`src/bypass_defs.svh`:
```
// Offsets, field positions, reset values and timing counts of the bypass sequencer.
`ifndef BYPASS_DEFS_SVH
`define BYPASS_DEFS_SVH
`define ADDR_CONFIG      12'h000
`define ADDR_DEADTIME    12'h004
`define ADDR_RETURN      12'h008
`define ADDR_FAULTDLY    12'h00C
`define ADDR_SPEED_THR   12'h010
`define ADDR_TRIG_SRC    12'h014
`define ADDR_SYNC_CFG    12'h018
`define ADDR_SYNC_THR    12'h01C
`define ADDR_CTRL_STATUS 12'h020
`define ADDR_SYNC_DIFF   12'h024
`define ADDR_SYNC_STATUS 12'h028
`define BIT_CONV_CONT    0
`define BIT_LINE_CONT    1
`define BIT_SYNC_REQ     2
`define BIT_PULSE_INH    3
`define BIT_BYPASSED     4
`define BIT_SYNC_MATCH   2
`define TRIG_CTRL        0
`define TRIG_SPEED       1
`define TRIG_FAULT       2
`define MODE_SYNC_OVL    2'h1
`define MODE_SYNC_NOOVL  2'h2
`define MODE_NOSYNC      2'h3
`define SYNC_INTERNAL    2'h1
`define SYNC_EXTERNAL    2'h2
`define RST_DEADTIME     32'h0000_01F4
`define RST_RETURN       32'h0000_01F4
`define RST_FAULTDLY     32'h0000_01F4
`endif

```
`src/bypass_pkg.sv`:
```
// Types shared by the bypass sequencer files.
package bypass_pkg;
  typedef enum logic [3:0] {
    ST_CONV,
    ST_FAULT_DLY,
    ST_OPEN_CONV,
    ST_DEAD_IN,
    ST_SYNC_WAIT,
    ST_LINE_WAIT,
    ST_BYPASSED,
    ST_RET_DLY,
    ST_OPEN_LINE,
    ST_DEAD_OUT,
    ST_CONV_WAIT
  } seq_state_t;
  typedef struct packed {
    logic        ctrl_request;
    logic        fault;
    logic [15:0] speed_setpoint;
  } triggers_t;
  typedef struct packed {
    logic signed [15:0] u12;
    logic signed [15:0] u23;
    logic signed [15:0] model_u12;
    logic signed [15:0] model_u23;
    logic signed [15:0] line_u12;
    logic signed [15:0] line_u23;
    logic signed [15:0] motor_freq;
    logic signed [15:0] line_freq;
    logic signed [15:0] motor_phase;
    logic signed [15:0] line_phase;
  } sync_inputs_t;
endpackage

```
`src/sync_compare.sv`:
```
// Line synchroniser: picks voltage source, forms differences and compares with thresholds.
`include "bypass_defs.svh"
module sync_compare (
  // Clock and reset.
  input  wire logic                  i_mclk,
  input  wire logic                  i_srst,
  // Configuration.
  input  wire logic                  i_enable,
  input  wire logic [1:0]            i_source,
  input  wire logic signed [15:0]    i_phase_offset,
  input  wire logic [15:0]           i_freq_thr,
  input  wire logic [15:0]           i_phase_thr,
  input  wire logic [15:0]           i_volt_thr,
  // Measured quantities.
  input  wire bypass_pkg::sync_inputs_t i_meas,
  // Results.
  output logic signed [15:0]         o_target_freq,
  output logic signed [15:0]         o_freq_diff,
  output logic signed [15:0]         o_phase_diff,
  output logic signed [15:0]         o_volt_diff,
  output logic [2:0]                 o_status
);
  logic signed [15:0] mot_u12;
  logic signed [15:0] mot_u23;
  logic signed [15:0] next_fd;
  logic signed [15:0] next_pd;
  logic signed [15:0] next_vd;
  logic [2:0]         next_status;

  // Voltage source follows the activation setting; other settings use zero motor voltages and force the status to zero.
  always_comb
  begin
    mot_u12 = 16'sh0000;
    mot_u23 = 16'sh0000;
    if (i_source == `SYNC_INTERNAL)
    begin
      mot_u12 = i_meas.model_u12;
      mot_u23 = i_meas.model_u23;
    end
    else if (i_source == `SYNC_EXTERNAL)
    begin
      mot_u12 = i_meas.u12;
      mot_u23 = i_meas.u23;
    end
    next_fd = 16'(i_meas.line_freq - i_meas.motor_freq);
    next_pd = 16'(i_meas.line_phase - i_meas.motor_phase - i_phase_offset);
    next_vd = 16'((i_meas.line_u12 - mot_u12) + (i_meas.line_u23 - mot_u23));
    next_status[0] = ((next_fd < 0) ? 16'(-next_fd) : 16'(next_fd)) <= i_freq_thr;
    next_status[1] = ((next_vd < 0) ? 16'(-next_vd) : 16'(next_vd)) <= i_volt_thr;
    next_status[`BIT_SYNC_MATCH] = next_status[0] && next_status[1] &&
      (((next_pd < 0) ? 16'(-next_pd) : 16'(next_pd)) <= i_phase_thr);
    if (!i_enable || (i_source != `SYNC_INTERNAL && i_source != `SYNC_EXTERNAL))
    begin
      next_status = 3'h0;
    end
  end

  // Results are registered so the sequencer sees a settled match flag.
  always_ff @(posedge i_mclk)
  begin
    if (i_srst)
    begin
      o_target_freq <= 16'sh0000;
      o_freq_diff   <= 16'sh0000;
      o_phase_diff  <= 16'sh0000;
      o_volt_diff   <= 16'sh0000;
      o_status      <= 3'h0;
    end
    else
    begin
      o_target_freq <= i_meas.line_freq;
      o_freq_diff   <= next_fd;
      o_phase_diff  <= next_pd;
      o_volt_diff   <= next_vd;
      o_status      <= next_status;
    end
  end
endmodule

```
`src/bypass_sequencer.sv`:
```
// Bypass sequencer: contactor changeover between converter and line feed, with APB registers.
// Overview of operation
// On fault trigger, inhibit pulses, run bypass delay, then start changeover; in overlap mode (1) the code goes straight to sync wait.
// First changeover step opens converter contactor, control bit 0 low.
// Software sets deadtime no shorter than motor de-excitation time.
// After deadtime, close line contactor, control bit 1 high.
// After trigger clears, wait return delay before handing back.
// Return starts by opening line contactor, control bit 1 low.
// After another deadtime close converter contactor, bit 0 high, resume.
// Three trigger source bits; control input honoured only with bit 0 set.
// Speed threshold compared only when trigger source bit 1 set.
// Feedback index 0 is converter contactor, index 1 line contactor.
// Synchroniser enable is driven from control bit 2.
// Activation 1 uses internal motor model voltages.
// Activation 2 uses external U12 and U23 inputs.
// Synchroniser applies a configurable phase offset.
// Report target frequency and differences, compare against thresholds.
// Sync match (status bit 2) closes the line contactor directly; code does so in mode 1 only, mode 2 opens converter contactor first.
// Overlap: open converter contactor and inhibit pulses after line feedback.
// Without synchronisation contactors never commanded closed together.
// Timers count clock cycles and restart when their step is entered.
`include "bypass_defs.svh"
module bypass_sequencer (
  // Clock and reset.
  input  wire logic                     i_mclk,
  input  wire logic                     i_srst,
  // APB slave.
  input  wire logic                     i_psel,
  input  wire logic                     i_penable,
  input  wire logic                     i_pwrite,
  input  wire logic [11:0]              i_paddr,
  input  wire logic [31:0]              i_pwdata,
  output logic [31:0]                   o_prdata,
  output logic                          o_pready,
  output logic                          o_pslverr,
  // Triggers, feedback and measurements.
  input  wire bypass_pkg::triggers_t    i_trig,
  input  wire logic [1:0]               i_contactor_feedback,
  input  wire bypass_pkg::sync_inputs_t i_meas,
  // Contactor and drive commands.
  output logic                          o_converter_contactor,
  output logic                          o_line_contactor,
  output logic                          o_pulse_inhibit,
  output logic                          o_sync_enable
);
  logic [1:0]  bypass_configuration;
  logic [31:0] transfer_deadtime;
  logic [31:0] return_delay_time;
  logic [31:0] fault_transfer_delay;
  logic [15:0] speed_threshold_level;
  logic [2:0]  trigger_source_select;
  logic [1:0]  sync_activation_select;
  logic signed [15:0] sync_phase_offset;
  logic [15:0] freq_thr;
  logic [15:0] phase_thr;
  logic [15:0] volt_thr;
  logic [31:0] next_reg_a;
  logic        wr_en;
  logic        rd_en;
  bypass_pkg::seq_state_t state;
  bypass_pkg::seq_state_t next_state;
  logic [31:0] timer;
  logic [31:0] next_timer;
  logic [4:0]  bypass_ctrl_status_word;
  logic [4:0]  next_ctrl;
  logic        want_bypass;
  logic        fault_trig;
  logic        sync_mode;
  logic signed [15:0] target_freq;
  logic signed [15:0] freq_diff;
  logic signed [15:0] phase_diff;
  logic signed [15:0] volt_diff;
  logic [2:0]  sync_status_word;

  // Zero wait states: the access phase completes in its first cycle.
  assign o_pready  = 1'b1;
  assign o_pslverr = 1'b0;
  assign wr_en     = i_psel && i_penable && i_pwrite;
  assign rd_en     = i_psel && !i_penable && !i_pwrite;
  assign next_reg_a = i_pwdata;

  // Configuration registers; a write lands on the access edge only.
  always_ff @(posedge i_mclk)
  begin
    if (i_srst)
    begin
      bypass_configuration   <= 2'h0;
      transfer_deadtime      <= `RST_DEADTIME;
      return_delay_time      <= `RST_RETURN;
      fault_transfer_delay   <= `RST_FAULTDLY;
      speed_threshold_level  <= 16'h0000;
      trigger_source_select  <= 3'h0;
      sync_activation_select <= 2'h0;
      sync_phase_offset      <= 16'sh0000;
      freq_thr               <= 16'h0000;
      phase_thr              <= 16'h0000;
      volt_thr               <= 16'h0000;
    end
    else if (wr_en)
    begin
      unique case (i_paddr)
        `ADDR_CONFIG:    bypass_configuration  <= next_reg_a[1:0];
        `ADDR_DEADTIME:  transfer_deadtime     <= next_reg_a;
        `ADDR_RETURN:    return_delay_time     <= next_reg_a;
        `ADDR_FAULTDLY:  fault_transfer_delay  <= next_reg_a;
        `ADDR_SPEED_THR: speed_threshold_level <= next_reg_a[15:0];
        `ADDR_TRIG_SRC:  trigger_source_select <= next_reg_a[2:0];
        `ADDR_SYNC_CFG:
        begin
          sync_activation_select <= next_reg_a[17:16];
          sync_phase_offset      <= next_reg_a[15:0];
        end
        `ADDR_SYNC_THR:
        begin
          freq_thr  <= {6'h00, next_reg_a[9:0]};
          phase_thr <= {6'h00, next_reg_a[19:10]};
          volt_thr  <= {6'h00, next_reg_a[29:20]};
        end
        default: ;
      endcase
    end
  end

  // Read data is captured in the setup cycle so it stands through the access phase.
  always_ff @(posedge i_mclk)
  begin
    if (i_srst)
    begin
      o_prdata <= 32'h0000_0000;
    end
    else if (rd_en)
    begin
      unique case (i_paddr)
        `ADDR_CONFIG:      o_prdata <= {30'h0, bypass_configuration};
        `ADDR_DEADTIME:    o_prdata <= transfer_deadtime;
        `ADDR_RETURN:      o_prdata <= return_delay_time;
        `ADDR_FAULTDLY:    o_prdata <= fault_transfer_delay;
        `ADDR_SPEED_THR:   o_prdata <= {16'h0, speed_threshold_level};
        `ADDR_TRIG_SRC:    o_prdata <= {29'h0, trigger_source_select};
        `ADDR_SYNC_CFG:    o_prdata <= {14'h0, sync_activation_select, sync_phase_offset};
        `ADDR_SYNC_THR:    o_prdata <= {2'h0, volt_thr[9:0], phase_thr[9:0], freq_thr[9:0]};
        `ADDR_CTRL_STATUS: o_prdata <= {21'h0, i_contactor_feedback, 4'(state),
                                        bypass_ctrl_status_word};
        `ADDR_SYNC_DIFF:   o_prdata <= {freq_diff, phase_diff};
        `ADDR_SYNC_STATUS: o_prdata <= {volt_diff, target_freq[12:0], sync_status_word};
        default:           o_prdata <= 32'h0000_0000;
      endcase
    end
  end

  // Trigger evaluation, each source gated by its own select bit.
  always_comb
  begin
    fault_trig  = trigger_source_select[`TRIG_FAULT] && i_trig.fault;
    want_bypass = (trigger_source_select[`TRIG_CTRL] && i_trig.ctrl_request) ||
                  (trigger_source_select[`TRIG_SPEED] &&
                   (i_trig.speed_setpoint > speed_threshold_level)) ||
                  fault_trig;
    sync_mode   = (bypass_configuration == `MODE_SYNC_OVL) ||
                  (bypass_configuration == `MODE_SYNC_NOOVL);
  end

  // Sequence state, timer and command word; the timer reloads on entry to each timed step.
  always_comb
  begin
    next_state = state;
    next_timer = (timer != 32'h0) ? 32'(timer - 32'h1) : 32'h0;
    next_ctrl  = bypass_ctrl_status_word;
    unique case (state)
      bypass_pkg::ST_CONV:
      begin
        if (want_bypass && bypass_configuration != 2'h0)
        begin
          if (bypass_configuration == `MODE_SYNC_OVL)
          begin
            next_ctrl[`BIT_SYNC_REQ] = 1'b1;
            next_state = bypass_pkg::ST_SYNC_WAIT;
          end
          else if (fault_trig)
          begin
            next_ctrl[`BIT_PULSE_INH] = 1'b1;
            next_timer = fault_transfer_delay;
            next_state = bypass_pkg::ST_FAULT_DLY;
          end
          else
          begin
            next_ctrl[`BIT_SYNC_REQ] = (bypass_configuration == `MODE_SYNC_NOOVL);
            next_state = (bypass_configuration == `MODE_SYNC_NOOVL) ?
                         bypass_pkg::ST_SYNC_WAIT : bypass_pkg::ST_OPEN_CONV;
          end
        end
      end
      bypass_pkg::ST_FAULT_DLY:
      begin
        if (timer == 32'h0)
        begin
          next_state = bypass_pkg::ST_OPEN_CONV;
        end
      end
      bypass_pkg::ST_SYNC_WAIT:
      begin
        if (sync_status_word[`BIT_SYNC_MATCH])
        begin
          if (bypass_configuration == `MODE_SYNC_OVL)
          begin
            next_ctrl[`BIT_LINE_CONT] = 1'b1;
            next_state = bypass_pkg::ST_LINE_WAIT;
          end
          else
          begin
            next_state = bypass_pkg::ST_OPEN_CONV;
          end
        end
      end
      bypass_pkg::ST_OPEN_CONV:
      begin
        next_ctrl[`BIT_CONV_CONT] = 1'b0;
        next_ctrl[`BIT_PULSE_INH] = 1'b1;
        next_timer = transfer_deadtime;
        next_state = bypass_pkg::ST_DEAD_IN;
      end
      bypass_pkg::ST_DEAD_IN:
      begin
        if (timer == 32'h0 && !i_contactor_feedback[0])
        begin
          next_ctrl[`BIT_LINE_CONT] = 1'b1;
          next_ctrl[`BIT_SYNC_REQ]  = 1'b0;
          next_ctrl[`BIT_BYPASSED]  = 1'b1;
          next_state = bypass_pkg::ST_BYPASSED;
        end
      end
      bypass_pkg::ST_LINE_WAIT:
      begin
        if (i_contactor_feedback[1])
        begin
          next_ctrl[`BIT_CONV_CONT] = 1'b0;
          next_ctrl[`BIT_PULSE_INH] = 1'b1;
          next_ctrl[`BIT_SYNC_REQ]  = 1'b0;
          next_ctrl[`BIT_BYPASSED]  = 1'b1;
          next_state = bypass_pkg::ST_BYPASSED;
        end
      end
      bypass_pkg::ST_BYPASSED:
      begin
        if (!want_bypass)
        begin
          next_timer = return_delay_time;
          next_state = bypass_pkg::ST_RET_DLY;
        end
      end
      bypass_pkg::ST_RET_DLY:
      begin
        if (want_bypass)
        begin
          next_state = bypass_pkg::ST_BYPASSED;
        end
        else if (timer == 32'h0)
        begin
          if (bypass_configuration == `MODE_SYNC_OVL)
          begin
            next_ctrl[`BIT_SYNC_REQ]  = 1'b1;
            next_ctrl[`BIT_PULSE_INH] = 1'b0;
            next_state = bypass_pkg::ST_CONV_WAIT;
          end
          else
          begin
            next_state = bypass_pkg::ST_OPEN_LINE;
          end
        end
      end
      bypass_pkg::ST_CONV_WAIT:
      begin
        if (sync_status_word[`BIT_SYNC_MATCH] && !bypass_ctrl_status_word[`BIT_CONV_CONT])
        begin
          next_ctrl[`BIT_CONV_CONT] = 1'b1;
        end
        else if (i_contactor_feedback[0])
        begin
          next_ctrl = 5'h01;
          next_state = bypass_pkg::ST_CONV;
        end
      end
      bypass_pkg::ST_OPEN_LINE:
      begin
        next_ctrl[`BIT_LINE_CONT] = 1'b0;
        next_timer = transfer_deadtime;
        next_state = bypass_pkg::ST_DEAD_OUT;
      end
      bypass_pkg::ST_DEAD_OUT:
      begin
        if (timer == 32'h0 && !i_contactor_feedback[1])
        begin
          next_ctrl = 5'h01;
          next_state = bypass_pkg::ST_CONV;
        end
      end
      default:
      begin
        next_ctrl  = 5'h08;
        next_state = bypass_pkg::ST_CONV;
      end
    endcase
  end

  // Sequence registers.
  always_ff @(posedge i_mclk)
  begin
    if (i_srst)
    begin
      state                   <= bypass_pkg::ST_CONV;
      timer                   <= 32'h0;
      bypass_ctrl_status_word <= 5'h01;
    end
    else
    begin
      state                   <= next_state;
      timer                   <= next_timer;
      bypass_ctrl_status_word <= next_ctrl;
    end
  end

  // Command outputs come straight from the control word flip-flops.
  assign o_converter_contactor = bypass_ctrl_status_word[`BIT_CONV_CONT];
  assign o_line_contactor      = bypass_ctrl_status_word[`BIT_LINE_CONT];
  assign o_pulse_inhibit       = bypass_ctrl_status_word[`BIT_PULSE_INH];
  assign o_sync_enable         = bypass_ctrl_status_word[`BIT_SYNC_REQ];

  sync_compare u_sync (
    .i_mclk         (i_mclk),
    .i_srst         (i_srst),
    .i_enable       (o_sync_enable),
    .i_source       (sync_activation_select),
    .i_phase_offset (sync_phase_offset),
    .i_freq_thr     (freq_thr),
    .i_phase_thr    (phase_thr),
    .i_volt_thr     (volt_thr),
    .i_meas         (i_meas),
    .o_target_freq  (target_freq),
    .o_freq_diff    (freq_diff),
    .o_phase_diff   (phase_diff),
    .o_volt_diff    (volt_diff),
    .o_status       (sync_status_word)
  );

  a_no_overlap_cmd: assert property (@(posedge i_mclk) disable iff (i_srst)
    (bypass_configuration == `MODE_NOSYNC) |-> !(o_converter_contactor && o_line_contactor))
    else $error("both contactors commanded in non-synchronised bypass");
  a_fault_inhibit_first: assert property (@(posedge i_mclk) disable iff (i_srst)
    (state == bypass_pkg::ST_FAULT_DLY) |-> o_pulse_inhibit && o_converter_contactor)
    else $error("fault delay without pulse inhibit");
  a_open_conv_step: assert property (@(posedge i_mclk) disable iff (i_srst)
    (state == bypass_pkg::ST_OPEN_CONV) |=> !o_converter_contactor)
    else $error("converter contactor not opened");
  a_line_close_dead: assert property (@(posedge i_mclk) disable iff (i_srst)
    $rose(o_line_contactor) && bypass_configuration == `MODE_NOSYNC
    |-> $past(state) == bypass_pkg::ST_DEAD_IN && $past(timer) == 32'h0)
    else $error("line contactor closed before deadtime");
  a_return_delay: assert property (@(posedge i_mclk) disable iff (i_srst)
    (state == bypass_pkg::ST_RET_DLY && timer != 32'h0 && !want_bypass)
    |=> state == bypass_pkg::ST_RET_DLY)
    else $error("return started before delay expired");
  a_open_line_step: assert property (@(posedge i_mclk) disable iff (i_srst)
    (state == bypass_pkg::ST_OPEN_LINE) |=> !o_line_contactor ##1 !o_converter_contactor)
    else $error("return did not open line contactor first");
  a_conv_close_dead: assert property (@(posedge i_mclk) disable iff (i_srst)
    $rose(o_converter_contactor) && $past(state) == bypass_pkg::ST_DEAD_OUT
    |-> $past(timer) == 32'h0 && !o_line_contactor)
    else $error("converter contactor closed early");
  a_ctrl_gate: assert property (@(posedge i_mclk) disable iff (i_srst)
    (state == bypass_pkg::ST_CONV && trigger_source_select == 3'h0) |=> state == bypass_pkg::ST_CONV)
    else $error("bypass started with no trigger source");
  a_overlap_fb: assert property (@(posedge i_mclk) disable iff (i_srst)
    (state == bypass_pkg::ST_LINE_WAIT && i_contactor_feedback[1])
    |=> !o_converter_contactor && o_pulse_inhibit && state == bypass_pkg::ST_BYPASSED)
    else $error("overlap transfer did not release converter contactor");
  a_sync_close: assert property (@(posedge i_mclk) disable iff (i_srst)
    (state == bypass_pkg::ST_SYNC_WAIT && sync_status_word[2] &&
     bypass_configuration == `MODE_SYNC_OVL) |=> o_line_contactor)
    else $error("sync match did not close line contactor");
endmodule

```
`config.mk`:
```
export PLATFORM = sky130hd
export DESIGN_NAME = bypass_sequencer
export DESIGN_NICKNAME = d
export VERILOG_FILES = /design/src/bypass_pkg.sv /design/src/sync_compare.sv /design/src/bypass_sequencer.sv
export VERILOG_INCLUDE_DIRS = /design/src
export SDC_FILE = /design/constraint.sdc
export NUM_CORES = 1
export LEC_CHECK = 0
export ABC_AREA = 0
export ABC_CLOCK_PERIOD_IN_PS = 6330
export BUFFER_PORTS_ARGS = -buffer_cell sky130_fd_sc_hd__buf_2
export CAP_MARGIN = 20
export CORE_MARGIN = 5
export CORE_UTILIZATION = 40
export CTS_BUF_LIST = sky130_fd_sc_hd__clkbuf_16
export CTS_CLUSTER_DIAMETER = 40
export DETAILED_ROUTE_END_ITERATION = 6
export PLACE_DENSITY = 0.69
export SKIP_CTS_REPAIR_TIMING = 1
export SLEW_MARGIN = 20
export SYNTH_ARGS = -nofsm -noshare
export SYNTH_HDL_FRONTEND = slang
export SYNTH_SLANG_ARGS = --single-unit
```
`constraint.sdc`:
```
create_clock -name i_mclk -period 6.33 [get_ports i_mclk]
set_input_delay 1.266 -clock i_mclk [delete_from_list [all_inputs] [get_ports i_mclk]]
set_output_delay 1.266 -clock i_mclk [all_outputs]
set_load 0.01 [all_outputs]
```
## Word-level counts from Yosys, hierarchy flattened

Index checks and enable logic that the tools add are counted.

- Output and inout bits: 38
- Bits in registers: 302
- Input bits: 229
- Logic and storage cells: 193

- Bitwise gates (word level): 5
- Equal/unequal tests: 44
- $lt $le $gt $ge: 7
- Add/sub/neg operators: 10
- Mux-type cells: 54
- Reduce and logical (&&, ||, !) cells: 49

Operators by type and width:

| kind | count |
|---|---|
| $pmux 32 s11 | 1 |
| $mux 32 | 5 |
| $mux 16 | 7 |
| $pmux 32 s3 | 1 |
| $sub 16x16->16 | 5 |
| $eq 12x5->1 const B | 4 |
| $le 16x10->1 | 3 |
| $lt 16x1->1 const B | 3 |
| $mux 4 | 12 |
| $neg 16->16 | 3 |
| $pmux 4 s11 | 1 |
| $eq 12x6->1 const B | 3 |
| $logic_not 32->1 | 1 |
| $reduce_bool 32->1 | 1 |
| $sub 32x1->32 const B | 1 |
| $ne 2x2->1 const B | 15 |
| $eq 12x4->1 const B | 2 |
| $reduce_and 11->1 | 2 |
| $add 16x16->16 | 1 |
| $eq 4x3->1 const B | 4 |
| $gt 16x16->1 | 1 |
| $reduce_and 2->1 | 8 |
| $mux 3 | 5 |
| $logic_and 1x1->1 | 14 |
| 29 further kinds | 66 |

## Logic depth before layout (Yosys ltp)

- Depth in word-level cells: 10
- Gate-level depth with buffers: 29
- Gate-level depth less buffers: 26

## Cells and area by module

From an unflattened synthesis, not the netlist that was laid out.

- Cells, all modules: 2599
- Area total of the unflattened synthesis: 20019.2 um2

By module, submodules not included:

| module | area each (um2) | sequential area each (um2) | times used | cells an instance |
|---|---|---|---|---|
| bypass_sequencer | 12209.2 | 4764.6 | 1 | 1619 |
| sync_compare | 7810.0 | 1341.3 | 1 | 980 |

## Worst setup path after synthesis

OpenSTA, ideal clock, no wires.

- Path kind: input to register
- Start: in i_meas[150] (netlist name)
- End: reg u_sync.o_status[2]
- Stages on the path: 23
- Setup time: 0.060 ns
- Path buffers: 2
- Path slack: 0.623 ns
- Data required time: 6.270 ns
- Arrival time: 5.647 ns
- Cells stage by stage: nand2_1 -> nor2_1 -> a21oi_1 -> fa_1 -> inv_1 -> fa_1 -> inv_1 -> ha_1 -> clkbuf_1 -> a21o_1 -> a2111oi_0 -> a211oi_1 -> o21ai_0 -> xnor2_1 -> clkbuf_1 -> o21ai_0 -> xor2_1 -> ha_1 -> nand4_1 -> o32a_1 -> a21oi_1 -> and2_1 -> o2111a_1

- Longest elaborated chain between the ends: 9
- Elaborated cells between the ends (all ways): 10
- Classes of those cells: add/sub (3); order compare (2); mux (3); reduce/logical (2)

RTL lines:

| item | RTL line | RTL |
|---|---|---|
| start, declared | bypass_sequencer.sv:39 | `input wire bypass_pkg::sync_inputs_t i_meas,` |
| $mux 16 (*) | sync_compare.sv:40 | `` else if (i_source == `SYNC_EXTERNAL) `` |
| $mux 16 (*) | sync_compare.sv:35 | `` if (i_source == `SYNC_INTERNAL) `` |
| $sub 16x16->16 (*) | sync_compare.sv:47 | `next_vd = 16'((i_meas.line_u12 - mot_u12) + (i_meas.line_u23 - mot_u23));` |
| $add 16x16->16 (*) | sync_compare.sv:47 |  |
| $neg 16->16 or $lt 16x1->1 (tied branches) | sync_compare.sv:49 | `next_status[1] = ((next_vd < 0) ? 16'(-next_vd) : 16'(next_vd)) <= i_volt_thr;` |
| $mux 16 (*) | sync_compare.sv:49 |  |
| $le 16x10->1 (*) | sync_compare.sv:49 |  |
| $logic_and 1x1->1 (*) (2 in series) | sync_compare.sv:50 | `` next_status[`BIT_SYNC_MATCH] = next_status[0] && next_status[1] && `` |
| end signal, assigned | sync_compare.sv:75 | `o_status <= next_status;` |
| end, declared | sync_compare.sv:21 | `output logic [2:0] o_status` |

Mark *: on every way between the ends. The rest lies on a longest branch, timed or not.
A chain may end at the register's enable or synchronous reset.

## Final worst setup path

- Start: reg sync_activation_select[1]
- End: reg u_sync.o_status[2]

- Longest elaborated chain between the ends: 10
- Elaborated cells between the ends (all ways): 20
- Classes of those cells: add/sub (4); order compare (2); eq/ne (4); mux (5); reduce/logical (5)

RTL lines:

| item | RTL line | RTL |
|---|---|---|
| start, declared | bypass_sequencer.sv:52 | `logic [1:0] sync_activation_select;` |
| start signal, assigned | bypass_sequencer.sv:110 | `sync_activation_select <= next_reg_a[17:16];` |
| $eq 2x2->1 (no source line) | n/a |  |
| $mux 16 | sync_compare.sv:40 |  |
| $mux 16 | sync_compare.sv:35 |  |
| $sub 16x16->16 | sync_compare.sv:47 |  |
| $add 16x16->16 | sync_compare.sv:47 |  |
| $neg 16->16 or $lt 16x1->1 (tied branches) | sync_compare.sv:49 |  |
| $mux 16 | sync_compare.sv:49 |  |
| $le 16x10->1 | sync_compare.sv:49 |  |
| $logic_and 1x1->1 (2 in series) | sync_compare.sv:50 |  |

Parallel ways exist; a longest one is shown, timed or not.

==> results by group <==
Run status
  • Status: complete, no violations

Final layout
  • Fill cell count: 4525
  • Final #Nets: 2996
  • Fin area: 22000 um2
  • Area Overhead vs Synth: 17.1%
  • Layout cells sized above 1: 15.9%

Floorplan
  • Die X: 227 um
  • # IOs: 267
  • Die span in y: 227 um
  • Core area: 46600 um2
  • Die area: 51400 um2
  • Number of cell rows: 79
  • Effective utilization at floorplan: 40.4%

Critical path
  • Crit path required time: 6800 ps
  • WP buf/inv: 3
  • Critical Path Fanout Max: 31
  • Delay-heaviest family, CP: adder cells
  • CP Class: flip-flop to flip-flop
  • Element type at the critical path end: flip-flop
  • CP peak stage delay: 510 ps
  • Sequence of cells on the critical path: ha_1 -> buf_4 -> nand2_1 -> nor2_1 -> a21oi_1 -> fa_1 -> inv_1 -> fa_1 -> inv_1 -> ha_1 -> fa_1 -> a21oi_1 -> o21bai_1 -> xor2_1 -> or3_1 -> nand2b_1 -> o31ai_1 -> xnor2_1 -> ha_1 -> nand4_1 -> o32a_1 -> a21oi_1 -> and2_1 -> o2111a_1
  • Worst Path Arrival: 6390 ps
  • CP max-delay cell: fa_1
  • Setup crit start kind: flip-flop

Min path
  • HP Class: flip-flop to flip-flop

Power and ir drop
  • Lkg Pwr: 8.79 nW
  • Peak VDD IR: 209 uV
  • Total power draw: 6.84 mW
  • Pwr/cell area: 311 nW/um2

Logic synthesis
  • Prevailing post-synth register cell: dfxtp_1
  • Top area cells in the synthesized netlist: dfxtp_1, nand2_1, ha_1
  • Netlist cell types: 89
  • Post-synth ARST share: 0%
  • Mapped Nets: 2792
  • Seq/Total Area, Yosys: 32.2%
  • Number of synthesized flops with an enable pin: 0
  • Synth Register Bits: 302
  • Synth top area share: 32.2%
  • Synth warn: 0
  • Post-synthesis cell area: 18800 um2
  • Post-Syn Instances: 2413
  • Synth area leader: dfxtp_1
  • Avg Inst Size Synth: 7.79 um2

Detailed routing
  • # DRC: 0
  • Final ANT Viol Nets: 0
  • Vias: 18828
  • Starting DRT DRC Count: 2132
  • Vias per cell: 5.78
  • Drt total wl: 67.5 mm
  • Pre-Repair DR Iteration Count: 6
  • Routed len/inst: 20.7 um

CTS
  • Clk Latency, worst-skew pair: 540 ps
  • Clk buf depth: 3
  • Clock root cell: clkbuf_16
  • Clk slew on worst S/H paths: 60 ps
  • TritonCTS clock tree: done
  • CTS sink count: 302
  • H-Tree Depth: 2
  • CTS Buf Count: 43

Placed design
  • Gp weighted congestion: 0.944
  • Area after DPL: 20600 um2
  • I/O Buffers: 264
  • Hpwl dp: 49.6 mm
  • DP Worst Slack: -86.1 ps

Global route
  • Vias in the first global route: 18390
  • Largest net degree at the start of global routing: 101
  • Grt ovf: 0
  • First-pass GRT wire length: 103 mm
  • GRT Total Usage: 25.2%
  • Initial antenna violation count: 4

Timing
  • Min Tclk post-route: 5920 ps
  • Final period utilization: 93.5%
  • Maximum clock rate: 0.169 GHz
  • Post-route setup slack: 412 ps
  • Max-Slew Margin vs Limit: 36.8%
  • Final setup viols: 0
  • Min Hold Slack: 470 ps
  • Fin. max-slew vios: 0
  • Worst Skew: 24.3 ps
  • Slew at the pin closest to its max-slew limit: 948 ps
  • Setup tns final: 0 ps
  • RSZ-0062 raised after global routing: no
  • Hold Vio Cnt, Final: 0

Run
  • Number of max-cap violations: 0
==> metrics by stage <==
step,cells,util [%]
4_1_cts,3255,47.3
3_5_place_dp,3179,44.3
2_1_floorplan,2413,-
6_report,3256,47.3
5_1_grt,3255,47.3
3_3_place_gp,3179,44.3
==> cell type report <==
type | instances | area (um2) | area share, %
tap | 607 | 759 | 3.45
multi-input combinational | 1797 | 11600 | 52.6
clock inverter | 31 | 253 | 1.15
sequential | 302 | 6050 | 27.5
clock buffer | 45 | 1130 | 5.12
timing repair buffer | 298 | 1600 | 7.25
inverter | 175 | 657 | 2.98
antenna | 1 | 2.50 | 0.0114
==> cell usage in the layout, fill, tap and decap left out, types with 14 or more instances in the layout <==
cell type | netlist | final
dfxtp_1 | 302 | 302
a221oi_1 | 40 | 40
and3_1 | 14 | 14
xnor2_1 | 60 | 59
nand4_1 | 16 | 16
and2_1 | 27 | 27
a31oi_1 | 37 | 36
inv_1 | 175 | 183
clkbuf_16 | 0 | 45
nor4_1 | 14 | 14
a222oi_1 | 37 | 37
a21oi_1 | 254 | 254
a22oi_1 | 63 | 63
ha_1 | 104 | 103
nor3_1 | 35 | 27
fa_1 | 46 | 46
nand2_1 | 482 | 479
nor2_1 | 134 | 128
a21o_1 | 19 | 19
xor2_1 | 45 | 45
buf_4 | 3 | 33
nand3_1 | 57 | 57
o21ai_0 | 82 | 82
nor2b_1 | 33 | 33
buf_2 | 3 | 263
nand2b_1 | 15 | 15
==> worst min-delay path: cells and delay by family (launching register included) <==
family           cells  cell delay (ps)
AO/OA/AOI/OAI        1               50
flip-flops           1              320
AND/OR/NAND/NOR      1               50
==> sequential cells by signal, indices dropped and copies added (netlist names), 3 cells and up <==
name	cells
bypass_ctrl_status_word	5
fault_transfer_delay	32
freq_thr	10
o_prdata	32
phase_thr	10
return_delay_time	32
speed_threshold_level	16
state	4
sync_phase_offset	16
timer	32
transfer_deadtime	32
trigger_source_select	3
u_sync.o_freq_diff	16
u_sync.o_phase_diff	16
u_sync.o_status	3
u_sync.o_target_freq	13
u_sync.o_volt_diff	16
volt_thr	10
==> layer usage <==
layer	vias up	wire length (um)	GRT usage, %
li1	8820	-	-
met1	8931	27200	33.1
met2	898	31500	41.9
met3	171	6310	4.85
met4	8	2430	7.92
met5	-	48	0
==> power breakdown <==
group / total (mW) / switching [mW] / leakage (nW) / internal (mW)
clock network: 2.32 / 0.904 / 0.686 / 1.41
logic: 2.29 / 1.35 / 5.64 / 0.940
registers: 2.23 / 0.165 / 2.46 / 2.07
total: 6.84 / 2.42 / 8.79 / 4.42
==> cells in the mapped netlist (4+ instances only) <==
library cell  count
nor2_1          134
xnor2_1          60
clkbuf_1        120
nor4_1           14
o211ai_1         12
o21ai_0          82
a221o_1           4
and2_1           27
nand3_1          57
nand2_1         482
mux2i_1          10
nand4b_1          5
a2111oi_0         4
a21o_1           19
o31ai_1           9
a22oi_1          63
nand2b_1         15
nor2b_1          33
or2_2             5
or3_1            10
ha_1            104
nand4_1          16
inv_1           175
fa_1             46
nand2_2           4
a22o_1            7
nor3b_1           4
clkbuf_8          6
nor3_1           35
o21bai_1          4
buf_1             4
o22ai_1           4
dfxtp_1         302
a211oi_1         11
nand3b_1          8
a221oi_1         40
and3_1           14
or4_1             6
a222oi_1         37
o2111ai_1         6
a21oi_1         254
o21a_1           13
a31oi_1          37
xor2_1           45
==> path summary, 6_finish.rpt <==
| kind | cells after the start | slack, ps | from | end |
|---|---|---|---|---|
| worst max-delay path | 24 | 410 | sync_activation_select[1] | u_sync.o_status[2] |
| worst min-delay path | 2 | 470 | transfer_deadtime[28] | transfer_deadtime[28] |
| worst max register to register | 24 | 410 | sync_activation_select[1] | u_sync.o_status[2] |
| worst min register to register | 2 | 470 | transfer_deadtime[28] | transfer_deadtime[28] |
==> kinds of logic (layout without fill, tap and decap cells) <==
logic type,count (synthesis),in the layout,synth area share [%]
xor+xnor,105,105,4.89
simple gates,893,893,21.7
buf+inv,314,549,6.72
mux,10,10,0.533
flops,302,302,32.2
compound gates,637,637,22.2
fa+ha+maj,150,150,11.8
other cells,2,3,0.0400
Power figures use the tool's default switching activity.
